### src/uec_defs.svh
// offsets, field positions and limits of the usb endpoint control block
`ifndef UEC_DEFS_SVH
`define UEC_DEFS_SVH
`define UEC_OFF_INT_FLAG 8'h00
`define UEC_OFF_INT_EN   8'h04
`define UEC_OFF_ADDR     8'h08
`define UEC_OFF_FNUM_H   8'h0C
`define UEC_OFF_FNUM_L   8'h10
`define UEC_OFF_FERR     8'h14
`define UEC_OFF_SEL      8'h18
`define UEC_OFF_FIFO_RST 8'h1C
`define UEC_OFF_EP_CTL   8'h20
`define UEC_OFF_EP_CFG0  8'h24
`define UEC_OFF_EP_CFG1  8'h28
`define UEC_OFF_EP_STA   8'h2C
`define UEC_OFF_EP_IEN   8'h30
`define UEC_NUM_EP       5
`define UEC_EP_MAX       3'h4
`define UEC_SOF_BIT      2
`define UEC_SUSP_BIT     0
`define UEC_ADDRESS_ENABLE_BIT    7
`define UEC_FRAME_COUNT_ERROR_BIT   4
`define UEC_STALL_REQUEST_BIT  5
`define UEC_STALLRC_BIT  4
`define UEC_TOGGLE_RESTART_BIT    3
`define UEC_ENDPOINT_ON_BIT     0
`define UEC_ENDPOINT_MEMORY_ALLOCATE_BIT    1
`define UEC_CONFIGURATION_VALID_BIT    7
`define UEC_OVF_BIT      6
`define UEC_UNF_BIT      5
`define UEC_FLOW_ERROR_IRQ_ENABLE_BIT   7
`define UEC_EP0_CAP      9'h040
`define UEC_EPN_CAP      9'h080
`define UEC_RESP_OK      2'h0
`define UEC_RESP_ERR     2'h2
`endif

### src/uec_pkg.sv
// types and the fifo fit check of the usb endpoint control block
`include "uec_defs.svh"
package uec_pkg;
   typedef enum logic {UEC_W_IDLE = 1'b0, UEC_W_RESP = 1'b1} uec_wph_e;
   typedef enum logic [1:0] {UEC_CTRL = 2'b00, UEC_ISO = 2'b01,
      UEC_BULK = 2'b10, UEC_INTR = 2'b11} uec_kind_e;
   typedef struct packed {
      uec_wph_e   wph;
      logic       aw_ok;
      logic       w_ok;
      logic [7:0] awaddr;
      logic [7:0] wdata;
      logic       wstb;
      logic [1:0] bresp;
      logic       rvalid;
      logic [7:0] rdata;
      logic [1:0] rresp;
      logic       frame_start_irq_enable;
      logic       suspend_irq_enable;
      logic       susp;
      logic       address_enable;
      logic [6:0] addr;
      logic [2:0] sel;
      logic [4:0] frst;
   } uec_top_s;
   typedef struct packed {
      logic       stall;
      logic       on;
      uec_kind_e  kind;
      logic       dir;
      logic [2:0] size;
      logic [1:0] bk;
      logic       endpoint_memory_allocate;
      logic       configuration_valid;
      logic       ovf;
      logic       unf;
      logic       tog;
      logic       flow_error_irq_enable;
      logic       rel;
   } uec_ep_s;
   typedef struct packed {
      logic [10:0] frame;
      logic        sof;
      logic        err;
   } uec_frm_s;
   // size code 0..3 is 8..64 bytes, bank code 0/1 is one/two banks
   function automatic logic uec_fits(input logic [2:0] size,
                                     input logic [1:0] bk,
                                     input logic       ep0);
      logic [8:0] need;
      need = (9'h008 << size[1:0]) << bk[0];
      return !size[2] && !bk[1] && !(ep0 && bk[0]) &&
             (need <= (ep0 ? `UEC_EP0_CAP : `UEC_EPN_CAP));
   endfunction
endpackage

### src/uec_frame.sv
// frame number capture with start-of-frame and frame error flags
`timescale 1ns/1ps
`include "uec_defs.svh"
module uec_frame
   import uec_pkg::*;
(
   input  wire logic        ref_clk_i,
   input  wire logic        rst_i,
   input  wire logic        sof_i,
   input  wire logic [10:0] frame_i,
   input  wire logic        crc_err_i,
   input  wire logic        clr_sof_i,
   input  wire logic        clr_err_i,
   output logic      [10:0] frame_o,
   output logic             sof_o,
   output logic             err_o
);
   uec_frm_s q_reg;
   uec_frm_s q_next;

   // clears first so a same-cycle packet wins
   always_comb
   begin
      q_next = q_reg;
      if (clr_sof_i)
         q_next.sof = 1'b0;
      if (clr_err_i)
         q_next.err = 1'b0;
      if (sof_i)
      begin
         q_next.frame = frame_i;
         q_next.sof   = 1'b1;
         q_next.err   = crc_err_i;
      end
   end

   always_ff @(posedge ref_clk_i)
      if (rst_i)
         q_reg <= '0;
      else
         q_reg <= q_next;

   assign frame_o = q_reg.frame;
   assign sof_o   = q_reg.sof;
   assign err_o   = q_reg.err;
endmodule

### src/uec_ep.sv
// configuration, stall, toggle and flow flags of one endpoint
`timescale 1ns/1ps
`include "uec_defs.svh"
module uec_ep
   import uec_pkg::*;
#(
   parameter bit IS_EP0 = 1'b0
)
(
   input  wire logic       ref_clk_i,
   input  wire logic       rst_i,
   input  wire logic       bus_rst_i,
   input  wire logic       wr_i,
   input  wire logic [7:0] off_i,
   input  wire logic [7:0] wdata_i,
   input  wire logic [7:0] rd_off_i,
   input  wire logic       setup_i,
   input  wire logic       ovf_i,
   input  wire logic       unf_i,
   input  wire logic       tog_adv_i,
   input  wire logic       tog_rx_i,
   input  wire logic [1:0] busy_i,
   output logic      [7:0] rd_o,
   output logic            stall_o,
   output logic            stall_rel_o,
   output logic            on_o,
   output logic            endpoint_memory_allocate_o,
   output logic            tog_o,
   output logic            irq_o
);
   uec_ep_s q_reg;
   uec_ep_s q_next;
   logic    iso;

   assign iso = q_reg.kind == UEC_ISO;

   // toggle advance, then software writes, then other hardware events, bus reset last
   always_comb
   begin
      q_next     = q_reg;
      q_next.rel = 1'b0;
      if (tog_adv_i)
         q_next.tog = q_reg.dir ? ~q_reg.tog : tog_rx_i;
      if (wr_i)
      begin
         case (off_i)
            `UEC_OFF_EP_CTL:
            begin
               q_next.on = wdata_i[`UEC_ENDPOINT_ON_BIT];
               if (wdata_i[`UEC_STALL_REQUEST_BIT])
                  q_next.stall = 1'b1;
               if (wdata_i[`UEC_STALLRC_BIT])
               begin
                  q_next.stall = 1'b0;
                  q_next.rel   = 1'b1;
               end
               if (wdata_i[`UEC_TOGGLE_RESTART_BIT])
                  q_next.tog = 1'b0;
            end
            `UEC_OFF_EP_CFG0:
            begin
               q_next.kind = uec_kind_e'(wdata_i[7:6]);
               q_next.dir  = wdata_i[0] && wdata_i[7:6] != 2'h0;
            end
            `UEC_OFF_EP_CFG1:
            begin
               q_next.size  = wdata_i[6:4];
               q_next.bk    = wdata_i[3:2];
               q_next.endpoint_memory_allocate = wdata_i[`UEC_ENDPOINT_MEMORY_ALLOCATE_BIT];
               q_next.configuration_valid = wdata_i[`UEC_ENDPOINT_MEMORY_ALLOCATE_BIT] &&
                  uec_fits(wdata_i[6:4], wdata_i[3:2], IS_EP0);
            end
            `UEC_OFF_EP_STA:
            begin
               q_next.ovf = q_reg.ovf && wdata_i[`UEC_OVF_BIT];
               q_next.unf = q_reg.unf && wdata_i[`UEC_UNF_BIT];
            end
            `UEC_OFF_EP_IEN:
               q_next.flow_error_irq_enable = wdata_i[`UEC_FLOW_ERROR_IRQ_ENABLE_BIT];
            default:
               q_next.rel = 1'b0;
         endcase
      end
      if (setup_i)
         q_next.stall = 1'b0;
      if (ovf_i && iso)
         q_next.ovf = 1'b1;
      if (unf_i && iso)
         q_next.unf = 1'b1;
      if (bus_rst_i)
         q_next = '0;
   end

   always_ff @(posedge ref_clk_i)
      if (rst_i)
         q_reg <= '0;
      else
         q_reg <= q_next;

   // register read view of this endpoint
   always_comb
   begin
      case (rd_off_i)
         `UEC_OFF_EP_CTL:  rd_o = {2'h0, q_reg.stall, 4'h0, q_reg.on};
         `UEC_OFF_EP_CFG0: rd_o = {q_reg.kind, 5'h00, q_reg.dir};
         `UEC_OFF_EP_CFG1:
            rd_o = {1'b0, q_reg.size, q_reg.bk, q_reg.endpoint_memory_allocate, 1'b0};
         `UEC_OFF_EP_STA:
            rd_o = {q_reg.configuration_valid, q_reg.ovf, q_reg.unf, 2'h0, q_reg.tog,
                    busy_i};
         `UEC_OFF_EP_IEN:  rd_o = {q_reg.flow_error_irq_enable, 7'h00};
         default:          rd_o = 8'h00;
      endcase
   end

   assign stall_o     = q_reg.stall;
   assign stall_rel_o = q_reg.rel;
   assign on_o        = q_reg.on;
   assign endpoint_memory_allocate_o     = q_reg.endpoint_memory_allocate;
   assign tog_o       = q_reg.tog;
   assign irq_o       = q_reg.flow_error_irq_enable && (q_reg.ovf || q_reg.unf);
endmodule

### src/uec_top.sv
// usb device address, frame and endpoint control over an axi4-lite slave
//
// How it works
// - frame-start and suspend enables gate their flags onto the interrupt.
// - address enable is set by software and cleared only by bus reset.
// - seven-bit device address written by software, cleared by bus reset.
// - frame number of each received frame start is captured, top 3 shown.
// - the frame number is captured even from a corrupted frame start.
// - the low 8 frame number bits read from their own register.
// - frame error flag set when the frame start carries a bad number.
// - frame error and frame-start flag update on the same edge.
// - endpoint select picks the endpoint; values above 4 read zero.
// - one fifo reset bit per endpoint, held until software clears it.
// - stall request set by software, cleared by a received setup.
// - stall release clears the stall and itself after one cycle.
// - toggle restart forces data0 next and reads back as zero.
// - kind decodes control, isochronous, bulk, interrupt from 00..11.
// - direction in only for non-control kinds; control is always out.
// - size codes 0..3 are 8 to 64 bytes; others never fit.
// - bank code 0 single, 1 double; 1x never fits.
// - allocate bit reserves the endpoint memory; clearing frees it.
// - on allocate the configuration valid flag shows if size fits.
// - isochronous overflow and underflow flags; software may only clear.
// - toggle state: last received for out, next to send for in.
// - busy bank count is reported from the transfer engine.
// - frame-start flag set on every detected frame start.
// - flow error enable gates overflow and underflow onto the endpoint interrupt.
//
// Design decisions made here: the register offsets and the AXI4-Lite interface to the registers.
`timescale 1ns/1ps
`include "uec_defs.svh"
module uec_top
   import uec_pkg::*;
(
   input  wire logic        REF_CLK_I,
   input  wire logic        RST_I,
   input  wire logic [7:0]  AWADDR_I,
   input  wire logic        AWVALID_I,
   output logic             AWREADY_O,
   input  wire logic [31:0] WDATA_I,
   input  wire logic [3:0]  WSTRB_I,
   input  wire logic        WVALID_I,
   output logic             WREADY_O,
   output logic      [1:0]  BRESP_O,
   output logic             BVALID_O,
   input  wire logic        BREADY_I,
   input  wire logic [7:0]  ARADDR_I,
   input  wire logic        ARVALID_I,
   output logic             ARREADY_O,
   output logic      [31:0] RDATA_O,
   output logic      [1:0]  RRESP_O,
   output logic             RVALID_O,
   input  wire logic        RREADY_I,
   input  wire logic        BUS_RESET_I,
   input  wire logic        SOF_I,
   input  wire logic [10:0] SOF_FRAME_I,
   input  wire logic        SOF_CRC_ERR_I,
   input  wire logic        SUSPEND_I,
   input  wire logic [2:0]  EVT_EP_I,
   input  wire logic        SETUP_I,
   input  wire logic        OVERFLOW_I,
   input  wire logic        UNDERFLOW_I,
   input  wire logic        TOG_ADV_I,
   input  wire logic        TOG_RX_I,
   input  wire logic [9:0]  BUSY_BANKS_I,
   output logic      [6:0]  DEV_ADDR_O,
   output logic             ADDR_EN_O,
   output logic      [4:0]  EP_FIFO_RST_O,
   output logic      [4:0]  EP_STALL_O,
   output logic      [4:0]  EP_STALL_REL_O,
   output logic      [4:0]  EP_ON_O,
   output logic      [4:0]  EP_ENDPOINT_MEMORY_ALLOCATE_O,
   output logic      [4:0]  EP_TOG_O,
   output logic      [4:0]  EP_IRQ_O,
   output logic             USB_IRQ_O
);
   uec_top_s    q_reg;
   uec_top_s    q_next;
   logic        awready;
   logic        wready;
   logic        arready;
   logic        do_wr;
   logic        wr;
   logic        sel_ok;
   logic [10:0] frame;
   logic        sof_flag;
   logic        ferr;
   logic        clr_sof;
   logic        clr_err;
   logic [7:0]  ep_rd [`UEC_NUM_EP];
   logic [7:0]  rd_val;

   // offset decode shared by the read and write paths
   function automatic logic uec_hit(input logic [7:0] a);
      return a[1:0] == 2'h0 && a <= `UEC_OFF_EP_IEN;
   endfunction

   // channel readies and the write strobe
   assign awready = !q_reg.aw_ok && q_reg.wph == UEC_W_IDLE;
   assign wready  = !q_reg.w_ok && q_reg.wph == UEC_W_IDLE;
   assign arready = !q_reg.rvalid;
   assign do_wr   = q_reg.wph == UEC_W_IDLE && q_reg.aw_ok && q_reg.w_ok;
   assign wr      = do_wr && q_reg.wstb && uec_hit(q_reg.awaddr);
   assign sel_ok  = q_reg.sel <= `UEC_EP_MAX;

   // software clear of the frame flags: write zero to the bit
   assign clr_sof = wr && q_reg.awaddr == `UEC_OFF_INT_FLAG &&
                    !q_reg.wdata[`UEC_SOF_BIT];
   assign clr_err = wr && q_reg.awaddr == `UEC_OFF_FERR &&
                    !q_reg.wdata[`UEC_FRAME_COUNT_ERROR_BIT];

   // register read multiplexer
   always_comb
   begin
      case (ARADDR_I)
         `UEC_OFF_INT_FLAG:
            rd_val = {5'h00, sof_flag, 1'b0, q_reg.susp};
         `UEC_OFF_INT_EN:
            rd_val = {5'h00, q_reg.frame_start_irq_enable, 1'b0, q_reg.suspend_irq_enable};
         `UEC_OFF_ADDR:
            rd_val = {q_reg.address_enable, q_reg.addr};
         `UEC_OFF_FNUM_H:
            rd_val = {5'h00, frame[10:8]};
         `UEC_OFF_FNUM_L:
            rd_val = frame[7:0];
         `UEC_OFF_FERR:
            rd_val = {3'h0, ferr, 4'h0};
         `UEC_OFF_SEL:
            rd_val = {5'h00, q_reg.sel};
         `UEC_OFF_FIFO_RST:
            rd_val = {3'h0, q_reg.frst};
         default:
            rd_val = sel_ok ? ep_rd[q_reg.sel] : 8'h00;
      endcase
   end

   // bus channels and general registers
   always_comb
   begin
      q_next = q_reg;
      if (AWVALID_I && awready)
      begin
         q_next.aw_ok  = 1'b1;
         q_next.awaddr = AWADDR_I;
      end
      if (WVALID_I && wready)
      begin
         q_next.w_ok  = 1'b1;
         q_next.wdata = WDATA_I[7:0];
         q_next.wstb  = WSTRB_I[0];
      end
      case (q_reg.wph)
         UEC_W_IDLE:
            if (do_wr)
            begin
               q_next.wph   = UEC_W_RESP;
               q_next.aw_ok = 1'b0;
               q_next.w_ok  = 1'b0;
               q_next.bresp = uec_hit(q_reg.awaddr) ? `UEC_RESP_OK
                                                     : `UEC_RESP_ERR;
            end
         UEC_W_RESP:
            if (BREADY_I)
               q_next.wph = UEC_W_IDLE;
         default:
            q_next.wph = UEC_W_IDLE;
      endcase
      if (q_reg.rvalid && RREADY_I)
         q_next.rvalid = 1'b0;
      if (ARVALID_I && arready)
      begin
         q_next.rvalid = 1'b1;
         q_next.rdata  = uec_hit(ARADDR_I) ? rd_val : 8'h00;
         q_next.rresp  = uec_hit(ARADDR_I) ? `UEC_RESP_OK
                                           : `UEC_RESP_ERR;
      end
      if (wr)
      begin
         case (q_reg.awaddr)
            `UEC_OFF_INT_FLAG:
               q_next.susp = q_reg.susp && q_reg.wdata[`UEC_SUSP_BIT];
            `UEC_OFF_INT_EN:
            begin
               q_next.frame_start_irq_enable  = q_reg.wdata[`UEC_SOF_BIT];
               q_next.suspend_irq_enable = q_reg.wdata[`UEC_SUSP_BIT];
            end
            `UEC_OFF_ADDR:
            begin
               q_next.addr = q_reg.wdata[6:0];
               if (q_reg.wdata[`UEC_ADDRESS_ENABLE_BIT])
                  q_next.address_enable = 1'b1;
            end
            `UEC_OFF_SEL:
               q_next.sel = q_reg.wdata[2:0];
            `UEC_OFF_FIFO_RST:
               q_next.frst = q_reg.wdata[4:0];
            default:
               q_next.sel = q_reg.sel;
         endcase
      end
      // hardware set wins over a same-cycle clear
      if (SUSPEND_I)
         q_next.susp = 1'b1;
      if (BUS_RESET_I)
      begin
         q_next.address_enable = 1'b0;
         q_next.addr  = 7'h00;
      end
   end

   always_ff @(posedge REF_CLK_I)
      if (RST_I)
         q_reg <= '0;
      else
         q_reg <= q_next;

   // frame number and frame-start flags
   uec_frame u_frame (
      .ref_clk_i (REF_CLK_I),
      .rst_i     (RST_I),
      .sof_i     (SOF_I),
      .frame_i   (SOF_FRAME_I),
      .crc_err_i (SOF_CRC_ERR_I),
      .clr_sof_i (clr_sof),
      .clr_err_i (clr_err),
      .frame_o   (frame),
      .sof_o     (sof_flag),
      .err_o     (ferr)
   );

   // one control slice per endpoint, written through the select
   for (genvar i = 0; i < `UEC_NUM_EP; i++)
   begin : g_ep
      uec_ep #(
         .IS_EP0 (i == 0)
      ) u_ep (
         .ref_clk_i   (REF_CLK_I),
         .rst_i       (RST_I),
         .bus_rst_i   (BUS_RESET_I),
         .wr_i        (wr && q_reg.sel == 3'(i)),
         .off_i       (q_reg.awaddr),
         .wdata_i     (q_reg.wdata),
         .rd_off_i    (ARADDR_I),
         .setup_i     (SETUP_I && EVT_EP_I == 3'(i)),
         .ovf_i       (OVERFLOW_I && EVT_EP_I == 3'(i)),
         .unf_i       (UNDERFLOW_I && EVT_EP_I == 3'(i)),
         .tog_adv_i   (TOG_ADV_I && EVT_EP_I == 3'(i)),
         .tog_rx_i    (TOG_RX_I),
         .busy_i      (BUSY_BANKS_I[2*i +: 2]),
         .rd_o        (ep_rd[i]),
         .stall_o     (EP_STALL_O[i]),
         .stall_rel_o (EP_STALL_REL_O[i]),
         .on_o        (EP_ON_O[i]),
         .endpoint_memory_allocate_o     (EP_ENDPOINT_MEMORY_ALLOCATE_O[i]),
         .tog_o       (EP_TOG_O[i]),
         .irq_o       (EP_IRQ_O[i])
      );
   end

   // bus outputs
   assign AWREADY_O = awready;
   assign WREADY_O  = wready;
   assign BVALID_O  = q_reg.wph == UEC_W_RESP;
   assign BRESP_O   = q_reg.bresp;
   assign ARREADY_O = arready;
   assign RVALID_O  = q_reg.rvalid;
   assign RDATA_O   = {24'h000000, q_reg.rdata};
   assign RRESP_O   = q_reg.rresp;

   // link-side outputs
   assign DEV_ADDR_O    = q_reg.addr;
   assign ADDR_EN_O     = q_reg.address_enable;
   assign EP_FIFO_RST_O = q_reg.frst;
   assign USB_IRQ_O     = (sof_flag && q_reg.frame_start_irq_enable) ||
                          (q_reg.susp && q_reg.suspend_irq_enable);
endmodule

### config.mk
export PLATFORM = sky130hd
export DESIGN_NAME = uec_top
export DESIGN_NICKNAME = d
export VERILOG_FILES = /design/src/uec_pkg.sv /design/src/uec_frame.sv /design/src/uec_ep.sv /design/src/uec_top.sv
export VERILOG_INCLUDE_DIRS = /design/src
export SDC_FILE = /design/constraint.sdc
export NUM_CORES = 1
export LEC_CHECK = 0
export ABC_AREA = 0
export BUFFER_PORTS_ARGS = -buffer_cell sky130_fd_sc_hd__buf_2
export CAP_MARGIN = 10
export CORE_MARGIN = 5
export CORE_UTILIZATION = 40
export CTS_CLUSTER_SIZE = 10
export DETAILED_ROUTE_END_ITERATION = 16
export RECOVER_POWER = 50
export SLEW_MARGIN = 0
export SYNTH_ARGS = -nofsm -noshare
export SYNTH_HDL_FRONTEND = slang
export SYNTH_HIERARCHICAL = 1
export SYNTH_SLANG_ARGS = --single-unit
### constraint.sdc
create_clock -name REF_CLK_I -period 4.8 [get_ports REF_CLK_I]
set_input_delay 0.48 -clock REF_CLK_I [delete_from_list [all_inputs] [get_ports REF_CLK_I]]
set_output_delay 0.48 -clock REF_CLK_I [all_outputs]
set_load 0.03 [all_outputs]
==> results by stage <==
Clock network:
- At the later pin of the worst-skew pair, clock insertion delay measures 0.43 ns.
- The clock sink count is 148.
- Buffers inserted during clock tree synthesis total 17.
- The clock transition at the registers of the reported paths is 0.06 ns.
- The post-cts resize count is 0.
- The maximum buffer depth of the clock tree is 2.
- The H-tree was split into 4 levels.
- The tree is rooted in a sky130_fd_sc_hd__clkbuf_16.
- Buffers added to address setup during post-CTS repair amount to 0.
- After clock tree synthesis, the flow added hold-fix buffers numbering 0.
- The TritonCTS clock tree is built.

STA:
- At the pin with the least slew margin, the transition time is 2.40 ns.
- For this run, the top clock speed supported by timing is 258 MHz.
- The largest clock skew in the final design is 0.00806 ns.
- The shortest clock period the worst path allows after layout is 3.87 ns.
- The number of pins exceeding their max-slew limit in the final report is 77.
- The period utilization is 80.6%.
- The post-route setup TNS is 0 ns.
- Setup repair after global routing left no endpoint under its margin.
- Setup violations remaining at the end of the flow were counted as 0.
- The setup slack after layout is 0.930 ns.
- Headroom to the max-slew limit came out at -59.9%.
- The number of failing hold endpoints at the final stage is 0.

Final layout:
- Compared with the post-synthesis result, the final layout area differs by 11.0%.
- The sequential cells in the finished layout cover a total of 2960 um^2.
- The multi-input combinational cells in the finished layout cover a total of 5050 um^2.
- The layout has 2184 filler cells.
- The register with the most flip-flops in the layout has 60 of them.
- 0 antenna diodes ended up in the layout.
- For this run, the post-layout net count is 1159.
- The fraction of layout cells with a size suffix above 1 is 15.6%.

Global route:
- The maximum number of pins on one net before global-route repair is 49.
- The number of antenna violations at the first check in global routing came to 0.
- Summed over all layers, the global routing overflow is 0.
- The wire length of the first global-routing pass is 42800 um.
- In the global route stage, overall resource usage came out at 22.3%.
- The number of global-route vias before repair is 7400.

Route:
- After detailed routing, the met2 layer carries 12600 um of wire.
- After detailed routing, the average wire length per cell comes to 20.8 um.
- The number of DRC markers after the initial detailed-route iteration is 670.
- The detailed router put a total of 12900 um of wire on met1.
- The met3 wirelength from detailed routing is 2340 um.
- The highest metal layer carrying signal wires in the routed design is met4.
- The routed layout has 7948 vias.
- The first TritonRoute pass finished after 6 iterations.
- For this run, design rule violations remaining after detail routing come to 0.
- The final antenna-violating net count is 0.
- The total routed wirelength is 28200 um.
- Using the TritonRoute via totals, the vias-per-cell ratio works out to 5.87.

Synth:
- The count of flip-flops with a built-in enable after synthesis is 0.
- After synthesis, the share of flip-flops with an asynchronous set or reset is 0%.
- The total of flip-flops plus latches after synthesis is 148.
- The post-synthesis instance total is 997.
- During synthesis, Yosys emitted a total of 6 warnings.
- The number of distinct library cells after synthesis is 66.
- Sorting the synthesized cells by area gives the leading types as sky130_fd_sc_hd__dfxtp_1 (34%), sky130_fd_sc_hd__mux2i_1 (11%), sky130_fd_sc_hd__nand2_1 (5.3%), sky130_fd_sc_hd__buf_4 (4.3%), sky130_fd_sc_hd__a21oi_1 (4.0%).
- The synthesized area per cell is 8.66 um^2.
- Of the post-synthesis cell area, the dominant cell type holds 34.3%.
- The most frequently used flop master after synthesis is sky130_fd_sc_hd__dfxtp_1.
- The cell taking the most area after synthesis is sky130_fd_sc_hd__dfxtp_1.
- In this run the cell area of the synthesized design comes to 8630 um^2.
- The share of the Yosys chip area taken by registers is 34.3%.

Setup path:
- In this run the number of cells on the critical path is 8.
- The worst reg-to-reg path cell count is 5.
- The endpoint identified for the worst register-to-register timing path is DEV_ADDR_O[3].
- The worst path arrival time is 4.19 ns.
- The worst setup path is of the in -> reg kind.
- The slowest library cell on the worst path is sky130_fd_sc_hd__clkbuf_1.
- The worst setup path is captured at a register.
- Among cell families on the critical path, the largest total delay comes from buffers and inverters.
- The largest fanout of any net on the critical path is 38.
- STA classifies the critical path startpoint as a primary input.
- The reg2reg setup slack is 1.33 ns.
- Data on the critical path is required at its endpoint by 5.12 ns.
- The worst register-to-register path begins at q_reg[48].
- Walking the worst path, the cells encountered are clkbuf_1, mux2_2, a22oi_1, nor2_1, mux4_2, a221oi_1, o21ai_0, and2_1.
- The maximum cell stage delay along the critical path is 1.67 ns.
- Counting both buffers and inverters, the worst setup path holds a total of 1.

Run:
- Across the run, the number of max-cap violations was 2.

Power:
- The peak supply drop is 194 uV.
- The total power divided by cell area is 301 nW/um^2.
- The leakage dissipation is 3.26 nW.

Die:
- During I/O placement, the number of pins put on the boundary was 177.
- The site row count is 53.
- The die extent in x is 157 um.
- The die area is 24600 um^2.
- The initial core utilization is 40.8%.
- The die extent in y is 157 um.
- The total area inside the core boundary comes to 21200 um^2.

Min path:
- The startpoint identified for the worst hold timing path is RREADY_I.
- The worst hold path terminates at RVALID_O.
- The number of cells on the worst hold path is 2.
- The type of the tightest min-delay check is in -> reg.

Status:
- The checks that failed: capacitance limit, slew limit.
- The flow ran to the end, but the final reports show violations.

Placement:
- The final HPWL from detailed placement is 19800 um.
- The count of buffers added on input and output ports is 123.
- Before CTS, the worst setup slack after placement is 1.47 ns.
- The congestion estimate from routability-driven global placement came to 0.900.
-- stage by stage --
step	instance area (um^2)	total power (W)	utilization, %	hold slack (ns)	cells
final	9590	0.00289	45.3	0.237	1355
after global routing	9590	0.00299	45.3	0.238	1355
after CTS	9690	0.00291	45.8	0.224	1355
after detailed placement	9130	0.00164	43.2	0.444	1323
after global placement	9130	0.00163	43.2	0.440	1323
after floorplan	8730	0.00153	-	0.426	1022
-- how the worst max path moves through the flow --
stage	to	start
2_1_floorplan	g_ep[2].u_ep/q_reg[3]	q_reg[48]
3_3_place_gp	g_ep[0].u_ep/endpoint_memory_allocate_o	q_reg[48]
3_5_place_dp	g_ep[0].u_ep/q_reg[11]	q_reg[48]
4_1_cts	g_ep[0].u_ep/q_reg[10]	q_reg[48]
5_1_grt	RDATA_O[5]	ARADDR_I[2]
6_report	RDATA_O[5]	ARADDR_I[2]
-- cells by family (layout without fill, tap and decap cells) --
| kind of cell | after synthesis | in the layout | synth area share, % |
|---|---|---|---|
| other | 1 | 26 | 0.0434 |
| buffers and inverters | 122 | 180 | 7.99 |
| AND/OR/NAND/NOR | 428 | 428 | 28.6 |
| multiplexers | 111 | 111 | 13.5 |
| AO/OA/AOI/OAI | 187 | 187 | 15.6 |
| flip-flops | 148 | 148 | 34.3 |
-- report_power, final --
part | internal (W) | switching [W] | total [W]
clock | 0.000737 | 0.000542 | 0.00128
combinational | 0.0000867 | 0.000215 | 0.000301
sequential | 0.00125 | 0.0000599 | 0.00131
-- area by class of cell --
class                           count  share of cell area (%)
Clock buffer                       19                    4.72
Clock inverter                     13                    1.14
Inverter                           15                   0.587
Multi-Input combinational cell    752                    52.7
Sequential cell                   148                    30.9
Tap cell                          275                    3.59
Timing Repair Buffer              133                    6.33
-- layer usage --
metal	vias up	track usage, %
met5	-	0
met4	0	4.71
met3	33	5.22
met2	365	34.6
met1	3800	31.9
li1	3750	-
-- placed cells by master (no fill, tap or decap), types with 7 or more instances in the layout --
cell type / Yosys / layout
sky130_fd_sc_hd__o21a_1: 9 / 9
sky130_fd_sc_hd__conb_1: 1 / 26
sky130_fd_sc_hd__o31ai_1: 25 / 25
sky130_fd_sc_hd__o21ai_0: 16 / 16
sky130_fd_sc_hd__nand2_1: 122 / 122
sky130_fd_sc_hd__nor3_1: 13 / 14
sky130_fd_sc_hd__nand4_1: 35 / 35
sky130_fd_sc_hd__nor2_1: 86 / 87
sky130_fd_sc_hd__nand3_1: 26 / 26
sky130_fd_sc_hd__mux2i_1: 92 / 92
sky130_fd_sc_hd__mux2_2: 16 / 16
sky130_fd_sc_hd__clkbuf_1: 38 / 63
sky130_fd_sc_hd__nand3b_1: 17 / 17
sky130_fd_sc_hd__inv_1: 10 / 10
sky130_fd_sc_hd__nand2b_1: 11 / 11
sky130_fd_sc_hd__dfxtp_1: 148 / 147
sky130_fd_sc_hd__and3_1: 19 / 19
sky130_fd_sc_hd__o41ai_2: 8 / 8
sky130_fd_sc_hd__buf_4: 50 / 8
sky130_fd_sc_hd__a221oi_1: 11 / 11
sky130_fd_sc_hd__nor3b_1: 19 / 19
sky130_fd_sc_hd__buf_2: 1 / 62
sky130_fd_sc_hd__clkbuf_16: 0 / 17
sky130_fd_sc_hd__a21oi_1: 69 / 69
sky130_fd_sc_hd__or2_2: 7 / 7
-- cell usage after synthesis, types with 8 or more instances --
cell type / number
sky130_fd_sc_hd__o21a_1: 9
sky130_fd_sc_hd__inv_1: 10
sky130_fd_sc_hd__nand4_1: 35
sky130_fd_sc_hd__nand3_1: 26
sky130_fd_sc_hd__clkbuf_1: 38
sky130_fd_sc_hd__o21ai_0: 16
sky130_fd_sc_hd__dfxtp_1: 148
sky130_fd_sc_hd__a21oi_1: 69
sky130_fd_sc_hd__mux2i_1: 92
sky130_fd_sc_hd__nand3b_1: 17
sky130_fd_sc_hd__nand2b_1: 11
sky130_fd_sc_hd__buf_1: 9
sky130_fd_sc_hd__mux2_2: 16
sky130_fd_sc_hd__and3_1: 19
sky130_fd_sc_hd__nor2_1: 86
sky130_fd_sc_hd__nor3_1: 13
sky130_fd_sc_hd__o31ai_1: 25
sky130_fd_sc_hd__nand2_1: 122
sky130_fd_sc_hd__nor3b_1: 19
sky130_fd_sc_hd__o41ai_2: 8
sky130_fd_sc_hd__buf_4: 50
sky130_fd_sc_hd__a221oi_1: 11
No activity file was read; power rests on OpenSTA's default activity.
